`src/design/ltc_cfg.svh`:
```
`ifndef LTC_CFG_SVH
`define LTC_CFG_SVH
// Register byte addresses
`define LTC_AW              12
`define LTC_ADDR_ENABLE     12'h720
`define LTC_ADDR_OFFS_DIR   12'h730
`define LTC_ADDR_REQ_ARB    12'h740
`define LTC_ADDR_SEL_PORT   12'h750
`define LTC_ADDR_IRQ_STAT   12'h7E0
`define LTC_ADDR_IRQ_MASK   12'h7F0
// Enable and status word
`define LTC_GATE_REQ_BIT    56
`define LTC_GATE_PRE_BIT    48
`define LTC_GATE_EN_BIT     40
`define LTC_RDLVL_EN_BIT    32
`define LTC_SEARCH_EN_BIT   24
`define LTC_DONE_BIT        8
// Direction word, group i at bit 8*i, group 8 in the request word
`define LTC_DIR_STEP        8
`define LTC_DIR_GROUPS      9
`define LTC_DIR8_BIT        0
// Request and arbitration word
`define LTC_P1_ORD_LSB      56
`define LTC_P0_ORD_LSB      48
`define LTC_WR_REQ_BIT      40
`define LTC_WR_INTV_BIT     32
`define LTC_WSHARE_BIT      24
`define LTC_LATMODE_BIT     16
`define LTC_RD_REQ_BIT      8
// Select and port word
`define LTC_WR_CS_LSB       56
`define LTC_MODE_LSB        48
`define LTC_RD_CS_LSB       40
`define LTC_P2_WPRI_LSB     32
`define LTC_P2_RPRI_LSB     24
`define LTC_P2_ORD_LSB      16
// Interrupt bits
`define LTC_IRQ_GATE_BIT    0
`define LTC_IRQ_RD_BIT      1
`define LTC_IRQ_WR_BIT      2
`define LTC_IRQ_W           3
// Write leveling spacing in clock cycles
`define LTC_WR_INTV_CYC     16'h0400
`define LTC_INTV_W          16
`endif

```
`src/design/ltc_pkg.sv`:
```
package ltc_pkg;
  // Kind of training sequence handed to the engine
  typedef enum logic [1:0] {
    LTC_KIND_NONE,
    LTC_KIND_GATE,
    LTC_KIND_READ,
    LTC_KIND_WRITE
  } ltc_kind_e;
  // Sequencer states
  typedef enum logic {
    LTC_ST_IDLE,
    LTC_ST_BUSY
  } ltc_state_e;
endpackage

```
`src/design/ltc_leveling_ctrl.sv`:
```
`include "ltc_cfg.svh"
`timescale 1ns/1ps
`default_nettype none
module ltc_leveling_ctrl (
  // Clock and reset
  input  wire logic                i_clk,
  input  wire logic                i_rst_n,
  // Register port
  input  wire logic [`LTC_AW-1:0]  i_addr,
  input  wire logic [63:0]         i_wdata,
  input  wire logic                i_wr,
  input  wire logic                i_rd,
  output logic      [63:0]         o_rdata,
  // Controller status and training engine
  input  wire logic                i_init_done,
  input  wire logic                i_train_done,
  output logic                     o_train_start,
  output ltc_pkg::ltc_kind_e       o_train_kind,
  output logic      [1:0]          o_train_cs,
  output logic      [1:0]          o_train_mode,
  output logic                     o_busy,
  // Leveling configuration
  output logic                     o_rdlvl_en,
  output logic                     o_rdlvl_search_en,
  output logic                     o_gate_preamble_chk,
  output logic [`LTC_DIR_GROUPS-1:0] o_offset_dir,
  // Arbitration configuration
  output logic                     o_arbiter_pair_weight_share,
  output logic                     o_arbiter_latency_counter_mode,
  output logic      [1:0]          o_port0_reorder_permit,
  // Interrupt
  output logic                     o_irq
);
  import ltc_pkg::*;

  // Configuration registers
  logic                       gate_en_q;
  logic                       gate_pre_q;
  logic                       rdlvl_en_q;
  logic                       search_en_q;
  logic                       done_q;
  logic                       done_d;
  logic [`LTC_DIR_GROUPS-1:0] dir_q;
  logic [1:0]                 p0_ord_q;
  logic [1:0]                 p1_ord_q;
  logic [1:0]                 p2_ord_q;
  logic [1:0]                 p2_wpri_q;
  logic [1:0]                 p2_rpri_q;
  logic                       wr_intv_en_q;
  logic                       wshare_q;
  logic                       latmode_q;
  logic [1:0]                 wr_cs_q;
  logic [1:0]                 rd_cs_q;
  logic [1:0]                 mode_q;
  logic [`LTC_IRQ_W-1:0]      irq_stat_q;
  logic [`LTC_IRQ_W-1:0]      irq_stat_d;
  logic [`LTC_IRQ_W-1:0]      irq_mask_q;
  logic [63:0]                rdata_q;
  // Sequencer
  ltc_state_e                 state_q;
  ltc_state_e                 state_d;
  ltc_kind_e                  kind_q;
  ltc_kind_e                  kind_d;
  logic [1:0]                 cs_q;
  logic [1:0]                 cs_d;
  logic                       start_q;
  logic [2:0]                 pend_q;
  logic [2:0]                 pend_d;
  logic [`LTC_INTV_W-1:0]     intv_q;
  logic [`LTC_INTV_W-1:0]     intv_d;
  logic                       init_q;
  logic                       busy_q;

  // Address decode
  wire sel_en   = (i_addr == `LTC_ADDR_ENABLE);
  wire sel_dir  = (i_addr == `LTC_ADDR_OFFS_DIR);
  wire sel_req  = (i_addr == `LTC_ADDR_REQ_ARB);
  wire sel_sp   = (i_addr == `LTC_ADDR_SEL_PORT);
  wire sel_ist  = (i_addr == `LTC_ADDR_IRQ_STAT);
  wire sel_imk  = (i_addr == `LTC_ADDR_IRQ_MASK);
  wire wr_en    = i_wr & sel_en;
  wire wr_dir   = i_wr & sel_dir;
  wire wr_req   = i_wr & sel_req;
  wire wr_sp    = i_wr & sel_sp;

  // Request strobes live one cycle only; pend_q holds each one until the sequencer takes it
  wire gate_req_pulse = wr_en & i_wdata[`LTC_GATE_REQ_BIT];
  wire rd_req_pulse   = wr_req & i_wdata[`LTC_RD_REQ_BIT]
                        & rdlvl_en_q;
  wire wr_req_pulse   = wr_req & i_wdata[`LTC_WR_REQ_BIT];
  // Auto gate training on the rising edge of init completion
  wire auto_gate      = i_init_done & ~init_q & gate_en_q;

  // Sequencer choice: gate first, then read, then write
  wire wr_ready  = pend_q[2] & (intv_q == '0);
  wire idle      = (state_q == LTC_ST_IDLE);
  wire pick_gate = idle & pend_q[0];
  wire pick_rd   = idle & ~pend_q[0] & pend_q[1];
  wire pick_wr   = idle & ~pend_q[0] & ~pend_q[1] & wr_ready;
  wire pick_any  = pick_gate | pick_rd | pick_wr;
  wire fin       = (state_q == LTC_ST_BUSY) & i_train_done;
  wire [2:0] take = {pick_wr, pick_rd, pick_gate};
  wire [2:0] newr = {wr_req_pulse, rd_req_pulse, gate_req_pulse | auto_gate};

  // Pending requests; a new request beats the clear of a taken one
  assign pend_d = (pend_q & ~take) | newr;

  // Next state of the sequencer
  always_comb begin
    state_d = state_q;
    kind_d  = kind_q;
    cs_d    = cs_q;
    unique case (state_q)
      LTC_ST_IDLE: begin
        // Priority is settled in the pick wires, one run at a time
        if (pick_any) begin
          state_d = LTC_ST_BUSY;
          if (pick_gate) begin
            kind_d = LTC_KIND_GATE;
            cs_d   = rd_cs_q;
          end else if (pick_rd) begin
            kind_d = LTC_KIND_READ;
            cs_d   = rd_cs_q;
          end else begin
            kind_d = LTC_KIND_WRITE;
            cs_d   = wr_cs_q;
          end
        end
      end
      LTC_ST_BUSY: begin
        if (fin) begin
          state_d = LTC_ST_IDLE;
          kind_d  = LTC_KIND_NONE;
        end
      end
    endcase
  end

  // Interval counter reloads when a write run ends, if spacing is on
  always_comb begin
    intv_d = intv_q;
    if (fin && kind_q == LTC_KIND_WRITE && wr_intv_en_q) begin
      intv_d = `LTC_WR_INTV_CYC;
    end else if (intv_q != '0) begin
      intv_d = intv_q - `LTC_INTV_W'(1);
    end
  end

  // Done flag clears at start, sets when the run finishes
  assign done_d = fin ? 1'b1 : (pick_any ? 1'b0 : done_q);

  // Event bits: completion sets win over software clear
  wire [`LTC_IRQ_W-1:0] ev_set = {fin & (kind_q == LTC_KIND_WRITE),
                                  fin & (kind_q == LTC_KIND_READ),
                                  fin & (kind_q == LTC_KIND_GATE)};
  wire [`LTC_IRQ_W-1:0] ev_clr = (i_wr & sel_ist) ? i_wdata[`LTC_IRQ_W-1:0] : '0;
  assign irq_stat_d = (irq_stat_q & ~ev_clr) | ev_set;

  // Direction bits per byte group, group 8 sits in the request word
  logic [`LTC_DIR_GROUPS-1:0] dir_d;
  logic [63:0]                dir_word;
  genvar g;
  generate
    for (g = 0; g < `LTC_DIR_GROUPS; g++) begin : g_dir
      if (g < `LTC_DIR_GROUPS - 1) begin : g_lo
        assign dir_d[g] = wr_dir ? i_wdata[g*`LTC_DIR_STEP] : dir_q[g];
        assign dir_word[g*`LTC_DIR_STEP +: `LTC_DIR_STEP] =
          {{(`LTC_DIR_STEP-1){1'b0}}, dir_q[g]};
      end else begin : g_hi
        assign dir_d[g] = wr_req ? i_wdata[`LTC_DIR8_BIT] : dir_q[g];
      end
    end
  endgenerate

  // Read-back words; request bits always read as zero
  wire [63:0] en_word = 64'(
    ({63'h0, gate_pre_q}  << `LTC_GATE_PRE_BIT) |
    ({63'h0, gate_en_q}   << `LTC_GATE_EN_BIT)  |
    ({63'h0, rdlvl_en_q}  << `LTC_RDLVL_EN_BIT) |
    ({63'h0, search_en_q} << `LTC_SEARCH_EN_BIT) |
    ({63'h0, done_q}      << `LTC_DONE_BIT));
  wire [63:0] req_word = 64'(
    ({62'h0, p1_ord_q}     << `LTC_P1_ORD_LSB) |
    ({62'h0, p0_ord_q}     << `LTC_P0_ORD_LSB) |
    ({63'h0, wr_intv_en_q} << `LTC_WR_INTV_BIT) |
    ({63'h0, wshare_q}     << `LTC_WSHARE_BIT) |
    ({63'h0, latmode_q}    << `LTC_LATMODE_BIT) |
    ({63'h0, dir_q[`LTC_DIR_GROUPS-1]} << `LTC_DIR8_BIT));
  wire [63:0] sp_word = 64'(
    ({62'h0, wr_cs_q}   << `LTC_WR_CS_LSB) |
    ({62'h0, mode_q}    << `LTC_MODE_LSB) |
    ({62'h0, rd_cs_q}   << `LTC_RD_CS_LSB) |
    ({62'h0, p2_wpri_q} << `LTC_P2_WPRI_LSB) |
    ({62'h0, p2_rpri_q} << `LTC_P2_RPRI_LSB) |
    ({62'h0, p2_ord_q}  << `LTC_P2_ORD_LSB));
  // Unmapped addresses read zero
  wire [63:0] rd_mux = sel_en  ? en_word :
                       sel_dir ? dir_word :
                       sel_req ? req_word :
                       sel_sp  ? sp_word :
                       sel_ist ? {61'h0, irq_stat_q} :
                       sel_imk ? {61'h0, irq_mask_q} : 64'h0;

  // Enable word; the done bit is not writable
  always_ff @(posedge i_clk) begin
    if (!i_rst_n) begin
      gate_en_q   <= 1'b0;
      gate_pre_q  <= 1'b0;
      rdlvl_en_q  <= 1'b0;
      search_en_q <= 1'b0;
    end else if (wr_en) begin
      gate_en_q   <= i_wdata[`LTC_GATE_EN_BIT];
      gate_pre_q  <= i_wdata[`LTC_GATE_PRE_BIT];
      rdlvl_en_q  <= i_wdata[`LTC_RDLVL_EN_BIT];
      search_en_q <= i_wdata[`LTC_SEARCH_EN_BIT];
    end
  end

  // Request and arbitration word
  always_ff @(posedge i_clk) begin
    if (!i_rst_n) begin
      p0_ord_q     <= 2'h0;
      p1_ord_q     <= 2'h0;
      wr_intv_en_q <= 1'b0;
      wshare_q     <= 1'b0;
      latmode_q    <= 1'b0;
    end else if (wr_req) begin
      p0_ord_q     <= i_wdata[`LTC_P0_ORD_LSB +: 2];
      p1_ord_q     <= i_wdata[`LTC_P1_ORD_LSB +: 2];
      wr_intv_en_q <= i_wdata[`LTC_WR_INTV_BIT];
      wshare_q     <= i_wdata[`LTC_WSHARE_BIT];
      latmode_q    <= i_wdata[`LTC_LATMODE_BIT];
    end
  end

  // Select and port word; port 2 fields are storage only
  always_ff @(posedge i_clk) begin
    if (!i_rst_n) begin
      wr_cs_q   <= 2'h0;
      rd_cs_q   <= 2'h0;
      mode_q    <= 2'h0;
      p2_wpri_q <= 2'h0;
      p2_rpri_q <= 2'h0;
      p2_ord_q  <= 2'h0;
    end else if (wr_sp) begin
      wr_cs_q   <= i_wdata[`LTC_WR_CS_LSB +: 2];
      rd_cs_q   <= i_wdata[`LTC_RD_CS_LSB +: 2];
      mode_q    <= i_wdata[`LTC_MODE_LSB +: 2];
      p2_wpri_q <= i_wdata[`LTC_P2_WPRI_LSB +: 2];
      p2_rpri_q <= i_wdata[`LTC_P2_RPRI_LSB +: 2];
      p2_ord_q  <= i_wdata[`LTC_P2_ORD_LSB +: 2];
    end
  end

  // Directions, interrupt state and read data
  always_ff @(posedge i_clk) begin
    if (!i_rst_n) begin
      dir_q      <= '0;
      irq_stat_q <= '0;
      irq_mask_q <= '0;
      rdata_q    <= 64'h0;
    end else begin
      dir_q      <= dir_d;
      irq_stat_q <= irq_stat_d;
      if (i_wr && sel_imk) begin
        irq_mask_q <= i_wdata[`LTC_IRQ_W-1:0];
      end
      // Read data stands only in the cycle after the strobe
      rdata_q    <= i_rd ? rd_mux : 64'h0;
    end
  end

  // Sequencer registers; busy follows the next state so the port is a flop
  always_ff @(posedge i_clk) begin
    if (!i_rst_n) begin
      state_q <= LTC_ST_IDLE;
      kind_q  <= LTC_KIND_NONE;
      cs_q    <= 2'h0;
      start_q <= 1'b0;
      pend_q  <= 3'h0;
      intv_q  <= '0;
      done_q  <= 1'b0;
      init_q  <= 1'b0;
      busy_q  <= 1'b0;
    end else begin
      state_q <= state_d;
      kind_q  <= kind_d;
      cs_q    <= cs_d;
      start_q <= pick_any;
      pend_q  <= pend_d;
      intv_q  <= intv_d;
      done_q  <= done_d;
      init_q  <= i_init_done;
      busy_q  <= (state_d == LTC_ST_BUSY);
    end
  end

  // Registered interrupt level
  logic irq_q;
  always_ff @(posedge i_clk) begin
    if (!i_rst_n) begin
      irq_q <= 1'b0;
    end else begin
      irq_q <= |(irq_stat_d & irq_mask_q);
    end
  end

  // Outputs, all from flip-flops
  assign o_rdata                        = rdata_q;
  assign o_train_start                  = start_q;
  assign o_train_kind                   = kind_q;
  assign o_train_cs                     = cs_q;
  assign o_train_mode                   = mode_q;
  assign o_busy                         = busy_q;
  assign o_rdlvl_en                     = rdlvl_en_q;
  assign o_rdlvl_search_en              = search_en_q;
  assign o_gate_preamble_chk            = gate_pre_q;
  assign o_offset_dir                   = dir_q;
  assign o_arbiter_pair_weight_share    = wshare_q;
  assign o_arbiter_latency_counter_mode = latmode_q;
  assign o_port0_reorder_permit         = p0_ord_q;
  assign o_irq                          = irq_q;
endmodule
`default_nettype wire

```
`config.mk`:
```
export PLATFORM = sky130hd
export DESIGN_NAME = ltc_leveling_ctrl
export DESIGN_NICKNAME = d
export VERILOG_FILES = /design/src/design/ltc_pkg.sv /design/src/design/ltc_leveling_ctrl.sv
export VERILOG_INCLUDE_DIRS = /design/src /design/src/design
export SDC_FILE = /design/constraint.sdc
export NUM_CORES = 1
export LEC_CHECK = 0
export ABC_AREA = 1
export BUFFER_PORTS_ARGS = -buffer_cell sky130_fd_sc_hd__buf_2
export CAP_MARGIN = 10
export CELL_PAD_IN_SITES_DETAIL_PLACEMENT = 2
export CELL_PAD_IN_SITES_GLOBAL_PLACEMENT = 2
export CORE_MARGIN = 1
export CORE_UTILIZATION = 25
export CTS_CLUSTER_SIZE = 14
export DETAILED_ROUTE_END_ITERATION = 7
export GPL_TIMING_DRIVEN = 0
export PLACE_DENSITY = 0.85
export SETUP_SLACK_MARGIN = 0.15
export SLEW_MARGIN = 20
export SYNTH_ARGS = -nofsm -noshare
export SYNTH_HDL_FRONTEND = slang
export SYNTH_SLANG_ARGS = --single-unit
```
`constraint.sdc`:
```
create_clock -name i_clk -period 1.8 [get_ports i_clk]
set_input_delay 0.18 -clock i_clk [delete_from_list [all_inputs] [get_ports i_clk]]
set_output_delay 0.18 -clock i_clk [all_outputs]
set_load 0.05 [all_outputs]
```
==> impl_metrics.toml, run 1 <==
[run_status]
status = "finished clean"

[place]
dp_slack_ns = -0.05453
dp_hpwl_um = 10800
place_area_mm2 = 0.004747
port_buffers = 73
placedCellCount = 875
gp_congestion = 0.7901

[sta]
tns_ns = 0
finalCritPeriodShare_pct = 86.53
fmax_ghz = 0.6421
slew_headroom_pct = 54.64
finalHoldViolCount = 0
fin_hold_ws_ns = 0.08263
period_needed_ns = 1.557
setup_ws_ns = 0.2425
tightest_slew_ns = 0.6733
final.setup_skew_ns = 0.009414
rsz0062_at_grt = "yes"
setup_viol = 0
drv_slew = 0

[clock_network]
clk_pin_slew_ns = 0.06
cts-root-buf = "clkbuf_16"
cts_tree = "done"
cts.sinks = 82
cts_buffers = 9
postCtsSetupBuffers = 0
clockBufferDepth = 2
h-tree-depth = 3
cts_hold_buf = 0
clkLatencyLatePin_ns = 0.35

[drt]
drc = 0
routed_wl_um = 14140
ant_nets = 0
routed-via-count = 3934
drt_iter0_markers = 154
avgViaCountPerCell = 4.415
firstDrtPassIters = 4
wl_per_cell_um = 15.87

[floorplan]
ios = 171
initial_core_util_pct = 25.74
rows = 45
die_h_um = 127.6
dieWidth_um = 127.6
core_mm2 = 0.01531
die-area_mm2 = 0.01627

[setup_path]
worst_setup_path_start_kind = "flip-flop"
crit_required_ns = 2.04
cp_max_fo = 5
cp_data_arrival_time_ns = 1.80
crit_type = "reg -> reg"
cp-end-kind = "flip-flop"

[synthesis]
synth_seq_cells = 82
synth_area_mm2 = 0.003941
ys_seq_area_share_pct = 41.65
avgSynthCellArea_um2 = 7.245
ys.warnings.count = 0
synthDistinctLibCells = 30
syn_inst = 544

[grt]
grt.busiest_layer = "met2"
overflow = 0
grt_max_degree = 14
grt_pass1_wl_um = 22540
grt_use_met2_pct = 32.37
antenna_found_initial = 0
grt_util_met3_pct = 4.983
grt_use_met1_pct = 21.22
grt_usage_pct = 18.34
grt_pass1_vias = 4268

[finish]
num-nets-final = 759
final_layout_size_suffix_gt1_share_pct = 26.47
instances_no_fill = 891
final_cell_area_mm2 = 0.005154
antenna_cells = 0
nFillCells = 1833
area_growth_pct = 30.76

[power]
peakVddDrop_mv = 0.4302
power.leakage_nw = 2.428
power_density_mw_per_mm2 = 1235

[flow_run]
drv_cap = 0

[min_path]
hp-class = "in -> reg"
==> metal layers <==
layer / vias to the layer above / share of wire, %
met3: 22 / 4.8
li1: 1892 / -
met4: 0 / 1.9
met1: 1912 / 42
met2: 108 / 51
met5: - / 0
==> report_power, final <==
part / total (mW) / internal, mW / leakage, nW / switching, mW
Sequential: 2.16 / 1.98 / 0.664 / 0.179
Clock: 2.22 / 1.43 / 0.169 / 0.787
Combinational: 1.99 / 0.657 / 1.60 / 1.33
Total: 6.36 / 4.07 / 2.43 / 2.30
==> metrics by stage <==
| step | total power [mW] | util, % |
|---|---|---|
| 4_1_cts | 6.336 | 33.50 |
| 3_3_place_gp | 3.877 | 31.00 |
| 5_1_grt | 6.730 | 33.65 |
| 6_report | 6.365 | 33.65 |
| 3_5_place_dp | 4.010 | 31.00 |
| 2_1_floorplan | 3.561 | - |
==> logic make-up after synthesis <==
logic type                 share of synthesized area (%)
and+or+nand+nor                                    22.48
other                                            0.09515
AOI/OAI and AO/OA                                  14.25
adders and majority gates                         0.6348
buffers and inverters                              18.44
DFF                                                41.65
xor gates and xnor gates                           2.444
==> final cells by class <==
cell class              instances  area (um^2)  area share, %
multi-input cells             374         1798          34.89
flip-flops and latches         82         1643          31.88
plain buffers                  62        455.4          8.837
repair buffers                 73        365.4          7.089
inverters                      73        274.0          5.317
well taps                     211        264.0          5.123
clock buffers                  12        256.5          4.977
clock inverters                 4        97.59          1.894
==> sequential cells by signal (all words and copies together) (netlist names), 3 cells and up <==
signal        flops
irq_stat_q        3
o_offset_dir      9
o_rdata          16
pend_q            3
irq_mask_q        3
intv_q           16
==> final timing paths <==
check | cells past startpoint | from | slack (ns) | end
hold reg to reg | 2 | p2_rpri_q[1]$_SDFFE_PN0P_ | 0.45 | o_rdata[25]$_SDFF_PP0_
setup / recovery | 9 | intv_q[0]$_SDFFE_PP0P_ | 0.24 | o_train_cs[1]$_SDFFE_PN0P_
hold / removal | 3 | i_init_done | 0.08 | init_q$_SDFF_PN0_
setup reg to reg | 9 | intv_q[0]$_SDFFE_PP0P_ | 0.24 | o_train_cs[1]$_SDFFE_PN0P_
==> Yosys cell counts <==
cell	instances	share of area [%]
nand2_1	89	8.5
dfxtp_1	82	42
inv_1	68	6.5
nor2_1	61	5.8
a21oi_1	51	6.5
buf_4	50	9.5
o21ai_0	48	6.1
nand3_1	23	2.9
nor3_1	9	1.1
nand4_1	7	1.1
nand2_2	6	0.95
xnor2_1	6	1.3
clkbuf_1	5	0.48
inv_2	5	0.48
xor2_1	5	1.1
buf_6	4	1.1
a31oi_1	3	0.48
nor2_4	3	0.86
o21ai_1	3	0.38
buf_2	2	0.25
ha_1	2	0.63
nand3b_1	2	0.38
nor2_2	2	0.32
nor3_2	2	0.51
a211oi_1	1	0.19
a21oi_2	1	0.22
buf_1	1	0.095
conb_1	1	0.095
o21a_1	1	0.19
o21ai_2	1	0.22
==> cell usage in the layout, fill, tap and decap left out, types with 2 or more instances in the layout <==
| master | netlist | routed |
|---|---|---|
| bufinv_16 | 0 | 3 |
| clkbuf_16 | 0 | 9 |
| clkbuf_1 | 5 | 6 |
| o21ai_1 | 3 | 3 |
| buf_2 | 2 | 74 |
| inv_2 | 5 | 6 |
| xnor2_1 | 6 | 6 |
| nand3b_1 | 2 | 2 |
| inv_1 | 68 | 67 |
| a21oi_1 | 51 | 51 |
| clkbuf_8 | 0 | 2 |
| dfxtp_1 | 82 | 81 |
| nor3_1 | 9 | 6 |
| nand4_1 | 7 | 7 |
| xor2_1 | 5 | 5 |
| nor3_2 | 2 | 4 |
| conb_1 | 1 | 48 |
| nor2_4 | 3 | 3 |
| buf_4 | 50 | 51 |
| buf_6 | 4 | 4 |
| nor2_1 | 61 | 54 |
| a31oi_1 | 3 | 3 |
| nand3_1 | 23 | 23 |
| o21ai_0 | 48 | 48 |
| nor2_2 | 2 | 9 |
| nand2_1 | 89 | 86 |
| nand2_2 | 6 | 9 |
==> critical path, stage by stage (launching register included) <==
cell and delay, ns:
dfxtp_1 0.33, inv_2 0.09, ha_1 0.18, nand3_1 0.10, nor2_2 0.12, nand4_1 0.20
nand2_2 0.17, inv_1 0.10, nor2_1 0.10, nor2_1 0.05
==> what timing repair did <==
| action | in CTS | in global routing |
|---|---|---|
| setup endpoints to repair | 11 | 21 |
| gates resized for setup | 7 | 11 |
| pin swaps | 0 | 1 |
| cloned | 0 | 0 |
(Power assumes the default switching activity.)
==> inputs of run 2 (changes only) <==
ABC_AREA = 0   (was 1)
CORE_UTILIZATION = 27   (was 25)
==> run 2 against run 1 <==
The run now ends with setup timing left. Power grew 9.5%. Final cell count shrank 14%. Combinational power grew 34%. Register-to-register slack lost 0.46 ns. Highest routed layer unchanged.
==> impl_metrics.toml, run 2 <==
[run_status]
status = "complete, but fails checks"
violations = "setup timing"

[setup_path]
r2r_cells = 4
crit_type = "reg -> reg"
crit_required_ns = 2.08
reg2reg_from = "intv_q[7]$_SDFFE_PP0P_"
cp_data_arrival_time_ns = 2.30
cp_max_fo = 8
worst_setup_path_start_kind = "flip-flop"
cp-end-kind = "flip-flop"
ff2ff_setup_slack_ns = -0.21
timing.rr.end = "intv_q[14]$_SDFFE_PP0P_"

[min_path]
worstHoldStart = "i_wdata[25]"
hp-class = "in -> reg"
min_path_cells = 3
min_to = "p2_rpri_q[1]$_SDFFE_PN0P_"

[synthesis]
avgSynthCellArea_um2 = 9.159
ys_seq_area_share_pct = 41.58
yosysMostFrequentCell = "dfxtp_1"
synth_top_area_share_pct = 41.58
synth_commonest_cells = "82 x dfxtp_1, 53 x nor2_1, 51 x buf_4"
ys.warnings.count = 0
synth_seq_cells = 82
synth_top_flop_cell = "dfxtp_1"
async_flop_share_pct = 0
synth_area_leaders = "dfxtp_1 42%, mux2i_1 11%, buf_4 9.7%"
synth-edff-count = 0
synth_area_mm2 = 0.003948
syn_inst = 431
yosysTopAreaCell = "dfxtp_1"
synthDistinctLibCells = 52

[place]
gp_congestion = 0.7917
dp_hpwl_um = 9981
placedCellCount = 731
place_area_mm2 = 0.004802
port_buffers = 73

[power]
peakVddDrop_mv = 0.4623
switching_share_pct = 35.71
power_frac_comb_pct = 38.2
power.leakage_nw = 2.530
intPower_mw = 4.480
switchingPower_mw = 2.489
power.share.sequential_pct = 31.4
p_clk_share_pct = 30.4
power_density_mw_per_mm2 = 1248

[finish]
fin_util_pct = 39.62
antenna_cells = 0
area_growth_pct = 41.49
final_common_cell = "dfxtp_1"
num-nets-final = 669
final_layout_size_suffix_gt1_share_pct = 39.32
instances_no_fill = 770
final_cell_mix = "74 x dfxtp_1, 72 x buf_2, 69 x buf_4"
final_cell_area_mm2 = 0.005585

[drt]
routed_wl_um = 15470
avgViaCountPerCell = 4.881
ant_nets = 0
drc = 0
wl_per_cell_um = 20.10
firstDrtPassIters = 4
routed-via-count = 3758
drt_iter0_markers = 111

[floorplan]
core_mm2 = 0.01410
dieWidth_um = 122.9
rows = 43
initial_core_util_pct = 28.00
die_h_um = 122.9
die-area_mm2 = 0.01511
ios = 171

[grt]
grt_max_degree = 15
grt_pass1_vias = 4052
grt_use_met2_pct = 36.87
grt_use_met1_pct = 23.07
grt.busiest_layer = "met2"
grt_util_met3_pct = 3.459
grt_pass1_wl_um = 22580
grt_usage_pct = 20.17
antenna_found_initial = 0
overflow = 0

[sta]
tns_ns = -0.7405
fmax_ghz = 0.4964
slew_headroom_pct = 51.28
fin_hold_ws_ns = 0.07191
setup_ws_ns = -0.2146
final.setup_skew_ns = 0.008525
drv_slew = 0
period_needed_ns = 2.015
finalCritPeriodShare_pct = 111.9
tightest_slew_ns = 0.7307
finalHoldViolCount = 0
rsz0062_at_grt = "yes"
setup_viol = 8

[clock_network]
cts_hold_buf = 0
cts_buffers = 9
cts_tree = "done"
clockBufferDepth = 2
h-tree-depth = 3
cts-root-buf = "clkbuf_16"
cts.sinks = 82
clk_pin_slew_ns = 0.07
clkLatencyLatePin_ns = 0.35

[flow_run]
drv_cap = 0
## run 2: changes by cell type in the layout (fill, tap and decap cells not counted), moves of 18 or more
cell	delta
inv_1	-60
nand2_1	-64
mux2i_1	+37
o21ai_0	-40
buf_4	+18
a21oi_1	-40
nand3_1	-21
## run 2: logic make-up after synthesis
family | count (synthesis) | share of synthesized area [%]
other | 1 | 0.09500
muxes | 46 | 11.76
and+or+nand+nor | 154 | 21.55
DFF | 82 | 41.58
adders and majority gates | 2 | 0.6338
AOI/OAI and AO/OA | 70 | 11.85
buffers and inverters | 76 | 12.52
## run 2: per-layer routing
layer	vias to the layer above	share of wire (%)
li1	1744	-
met3	34	4.8
met4	0	2.7
met1	1854	40
met2	126	52
met5	-	0
## run 2: per-stage QoR
| step | worst slack, ns | power, mW |
|---|---|---|
| CTS | -0.2276 | 6.204 |
| floorplan | -0.08761 | 3.454 |
| global route | -0.2493 | 7.258 |
| global placement | -0.4114 | 3.735 |
| detailed placement | -0.6209 | 3.885 |
| finish | -0.2146 | 6.969 |
## run 2: what timing repair did
action                                  4_1_cts  5_1_grt
pin swaps                                    10       14
setup buffers                                12        9
endpoints found under the setup margin       51       60
gates resized for setup                      21       55
gates cloned                                  1        1
## run 2: power groups by stage
stage	Combinational [mW]	Clock (mW)	Sequential [mW]
finish	2.67	2.12	2.19
global route	2.85	2.20	2.21
CTS	1.94	2.12	2.14
detailed placement	1.69	0	2.20
global placement	1.57	0	2.17
floorplan	1.32	0	2.14
## run 2: area by class of cell
| cell class | instances | area [um^2] |
|---|---|---|
| buffer | 67 | 530.5 |
| clock buffer | 11 | 242.7 |
| clock inverter | 5 | 86.33 |
| fill | 1569 | 8511 |
| inverter | 9 | 38.79 |
| multi-input combinational | 320 | 2223 |
| sequential | 82 | 1662 |
| tap | 180 | 225.2 |
| timing repair buffer | 96 | 576.8 |
## run 2: worst max-delay path, stage by stage, from the launching register on
cell      delay, ns
dfxtp_4        0.34
or4_4          0.53
a2111o_1       0.41
or4_1          0.53
a21oi_1        0.14
## run 2: worst max-delay path by stage
stage / startpoint / to / slack (ns) / cells past startpoint
final: intv_q[7]$_SDFFE_PP0P_ / intv_q[14]$_SDFFE_PP0P_ / -0.21 / 4
after floorplan: intv_q[6]$_SDFFE_PP0P_ / intv_q[14]$_SDFFE_PP0P_ / -0.09 / 4
after global placement: i_addr[4] / o_offset_dir[3]$_SDFFE_PN0P_ / -0.41 / 5
after detailed placement: i_addr[4] / o_offset_dir[2]$_SDFFE_PN0P_ / -0.62 / 5
after global routing: intv_q[7]$_SDFFE_PP0P_ / intv_q[14]$_SDFFE_PP0P_ / -0.25 / 4
after CTS: intv_q[7]$_SDFFE_PP0P_ / intv_q[14]$_SDFFE_PP0P_ / -0.23 / 4
==> inputs of run 3 (changes only) <==
--- a/config.mk
+++ b/config.mk
@@ -16,5 +16,5 @@
 export CTS_CLUSTER_SIZE = 14
 export DETAILED_ROUTE_END_ITERATION = 7
-export GPL_TIMING_DRIVEN = 0
+export GPL_TIMING_DRIVEN = 1
 export PLACE_DENSITY = 0.85
 export SETUP_SLACK_MARGIN = 0.15
@@ -23,2 +23,3 @@
 export SYNTH_HDL_FRONTEND = slang
 export SYNTH_SLANG_ARGS = --single-unit
+export TNS_END_PERCENT = 100
==> constraint.sdc (replaced) <==
create_clock -name i_clk -period 1.8 [get_ports i_clk]
set_input_delay 0.36 -clock i_clk [delete_from_list [all_inputs] [get_ports i_clk]]
set_output_delay 0.36 -clock i_clk [all_outputs]
set_load 0.05 [all_outputs]
==> run 3 against run 2 <==
The run still ends with setup timing left. Combinational power increased by 20%. Largest power group unchanged. Global-route usage increased by 0.56 points. Fmax decreased by 0.44%. Highest routed layer unchanged. Setup slack got worse by 0.0089 ns. Clock-buffer cell count increased by 3. First-iteration DRC count increased by 46%. Non-clock buffer count decreased by 14. Critical path type unchanged. Register-to-register slack about the same. Routed wire length increased by 8.2%. Clock power decreased by 15%. Sequential share of layout area about the same.
==> impl_metrics.toml, run 3 (synthesized netlist as in run 2, its figures left out) <==
[grt]
grt_pass1_vias = 4089
overflow = 0
grt_usage_pct = 20.73
antenna_found_initial = 1
grt_max_degree = 30
grt_pass1_wl_um = 23050

[clock_network]
clkLatencyLatePin_ns = 0.35
cts-root-buf = "clkbuf_16"
clk_pin_slew_ns = 0.06
clockBufferDepth = 2
cts.sinks = 82
h-tree-depth = 3
cts_tree = "done"
cts_buffers = 9

[place]
port_buffers = 74
gp_congestion = 0.8419
dp_slack_ns = -0.5085
place_area_mm2 = 0.004644
dp_hpwl_um = 9573

[finish]
final_common_cell = "buf_2"
final_cell_area_mm2 = 0.005568
fin_util_pct = 39.50
num-nets-final = 657
final_layout_size_suffix_gt1_share_pct = 42.39
final_cell_mix = "73 x buf_2, 71 x dfxtp_1, 49 x nor2_1"
area_growth_pct = 41.05

[setup_path]
worst_setup_path_start_kind = "flip-flop"
crit_type = "reg -> reg"
crit_required_ns = 2.07
cp_data_arrival_time_ns = 2.29
cp_max_fo = 6
cp-end-kind = "flip-flop"

[sta]
tightest_slew_ns = 0.6245
rsz0062_at_grt = "yes"
fin_hold_ws_ns = 0.2757
finalCritPeriodShare_pct = 112.4
fmax_ghz = 0.4942
finalHoldViolCount = 0
slew_headroom_pct = 58.32
final.setup_skew_ns = 0.008600
setup_viol = 29
drv_slew = 0
setup_ws_ns = -0.2235
period_needed_ns = 2.023

[min_path]
hp-class = "in -> reg"

[drt]
avgViaCountPerCell = 5.013
drt_iter0_markers = 162
wl_per_cell_um = 22.07
firstDrtPassIters = 4
drc = 0
ant_nets = 0
routed-via-count = 3805
routed_wl_um = 16750

[floorplan]
ios = 171
rows = 43
dieWidth_um = 122.9
core_mm2 = 0.01410
die-area_mm2 = 0.01511
initial_core_util_pct = 28.00
die_h_um = 122.9

[power]
power_density_mw_per_mm2 = 1288
power.leakage_nw = 2.459
peakVddDrop_mv = 0.4850

[run_status]
status = "complete, but fails checks"
violations = "setup timing"

[flow_run]
drv_cap = 0
[run 3: path summary, 6_finish.rpt]
kind	from	to	slack, ns	depth (start not counted)
max	intv_q[6]$_SDFFE_PP0P_	intv_q[14]$_SDFFE_PP0P_	-0.22	4
min	i_wdata[49]	o_train_mode[1]$_SDFFE_PN0P_	0.28	3
max reg2reg	intv_q[6]$_SDFFE_PP0P_	intv_q[14]$_SDFFE_PP0P_	-0.22	4
min reg2reg	p2_ord_q[1]$_SDFFE_PN0P_	o_rdata[17]$_SDFF_PP0_	0.48	1
[run 3: stage by stage]
stage          cells  setup TNS (ns)  total power, mW
2_1_floorplan    478          -4.413            3.464
3_3_place_gp     708          -13.40            3.932
3_5_place_dp     708          -16.72            4.096
4_1_cts          748         -0.7487            6.557
5_1_grt          758          -2.911            7.503
6_report         759          -1.647            7.174
[run 3: area by class of cell]
class                      count  area, um^2
antenna                        1       2.502
clock buffer                  14       274.0
clock inverter                 2       10.01
fill                        1564        8528
inverter                       9       36.28
multi-input combinational    322        2311
sequential                    82        1655
tap                          180       225.2
timing repair buffer         149        1054
[run 3: metal layers]
| layer | GRT usage [%] | part of all wire, % | vias to the layer above |
|---|---|---|---|
| li1 | - | - | 1726 |
| met1 | 22.07 | 38 | 1895 |
| met2 | 39.12 | 54 | 144 |
| met3 | 4.982 | 4.9 | 40 |
| met4 | 7.851 | 3.5 | 0 |
| met5 | 0 | 0 | - |
[run 3: timing repair]
item                                   CTS  global route
hold buffers                             0             0
gates cloned                             2             0
setup endpoints to repair               68            81
endpoints found under the hold margin    0             0
pin swaps                               39            22
gates resized for setup                 66            35
setup buffers                           22            10
[run 3: power by group]
part / total [mW] / internal [mW] / switching [mW] / leakage (nW)
Clock: 1.81 / 1.05 / 0.763 / 0.143
Combinational: 3.21 / 1.58 / 1.63 / 1.65
Sequential: 2.16 / 1.98 / 0.180 / 0.667
[run 3: critical path, cell delays in order (launching register included)]
cell and delay [ns]:
dfxtp_2 0.32, or4_4 0.55, a2111o_1 0.39, or4_1 0.50, a21oi_1 0.17
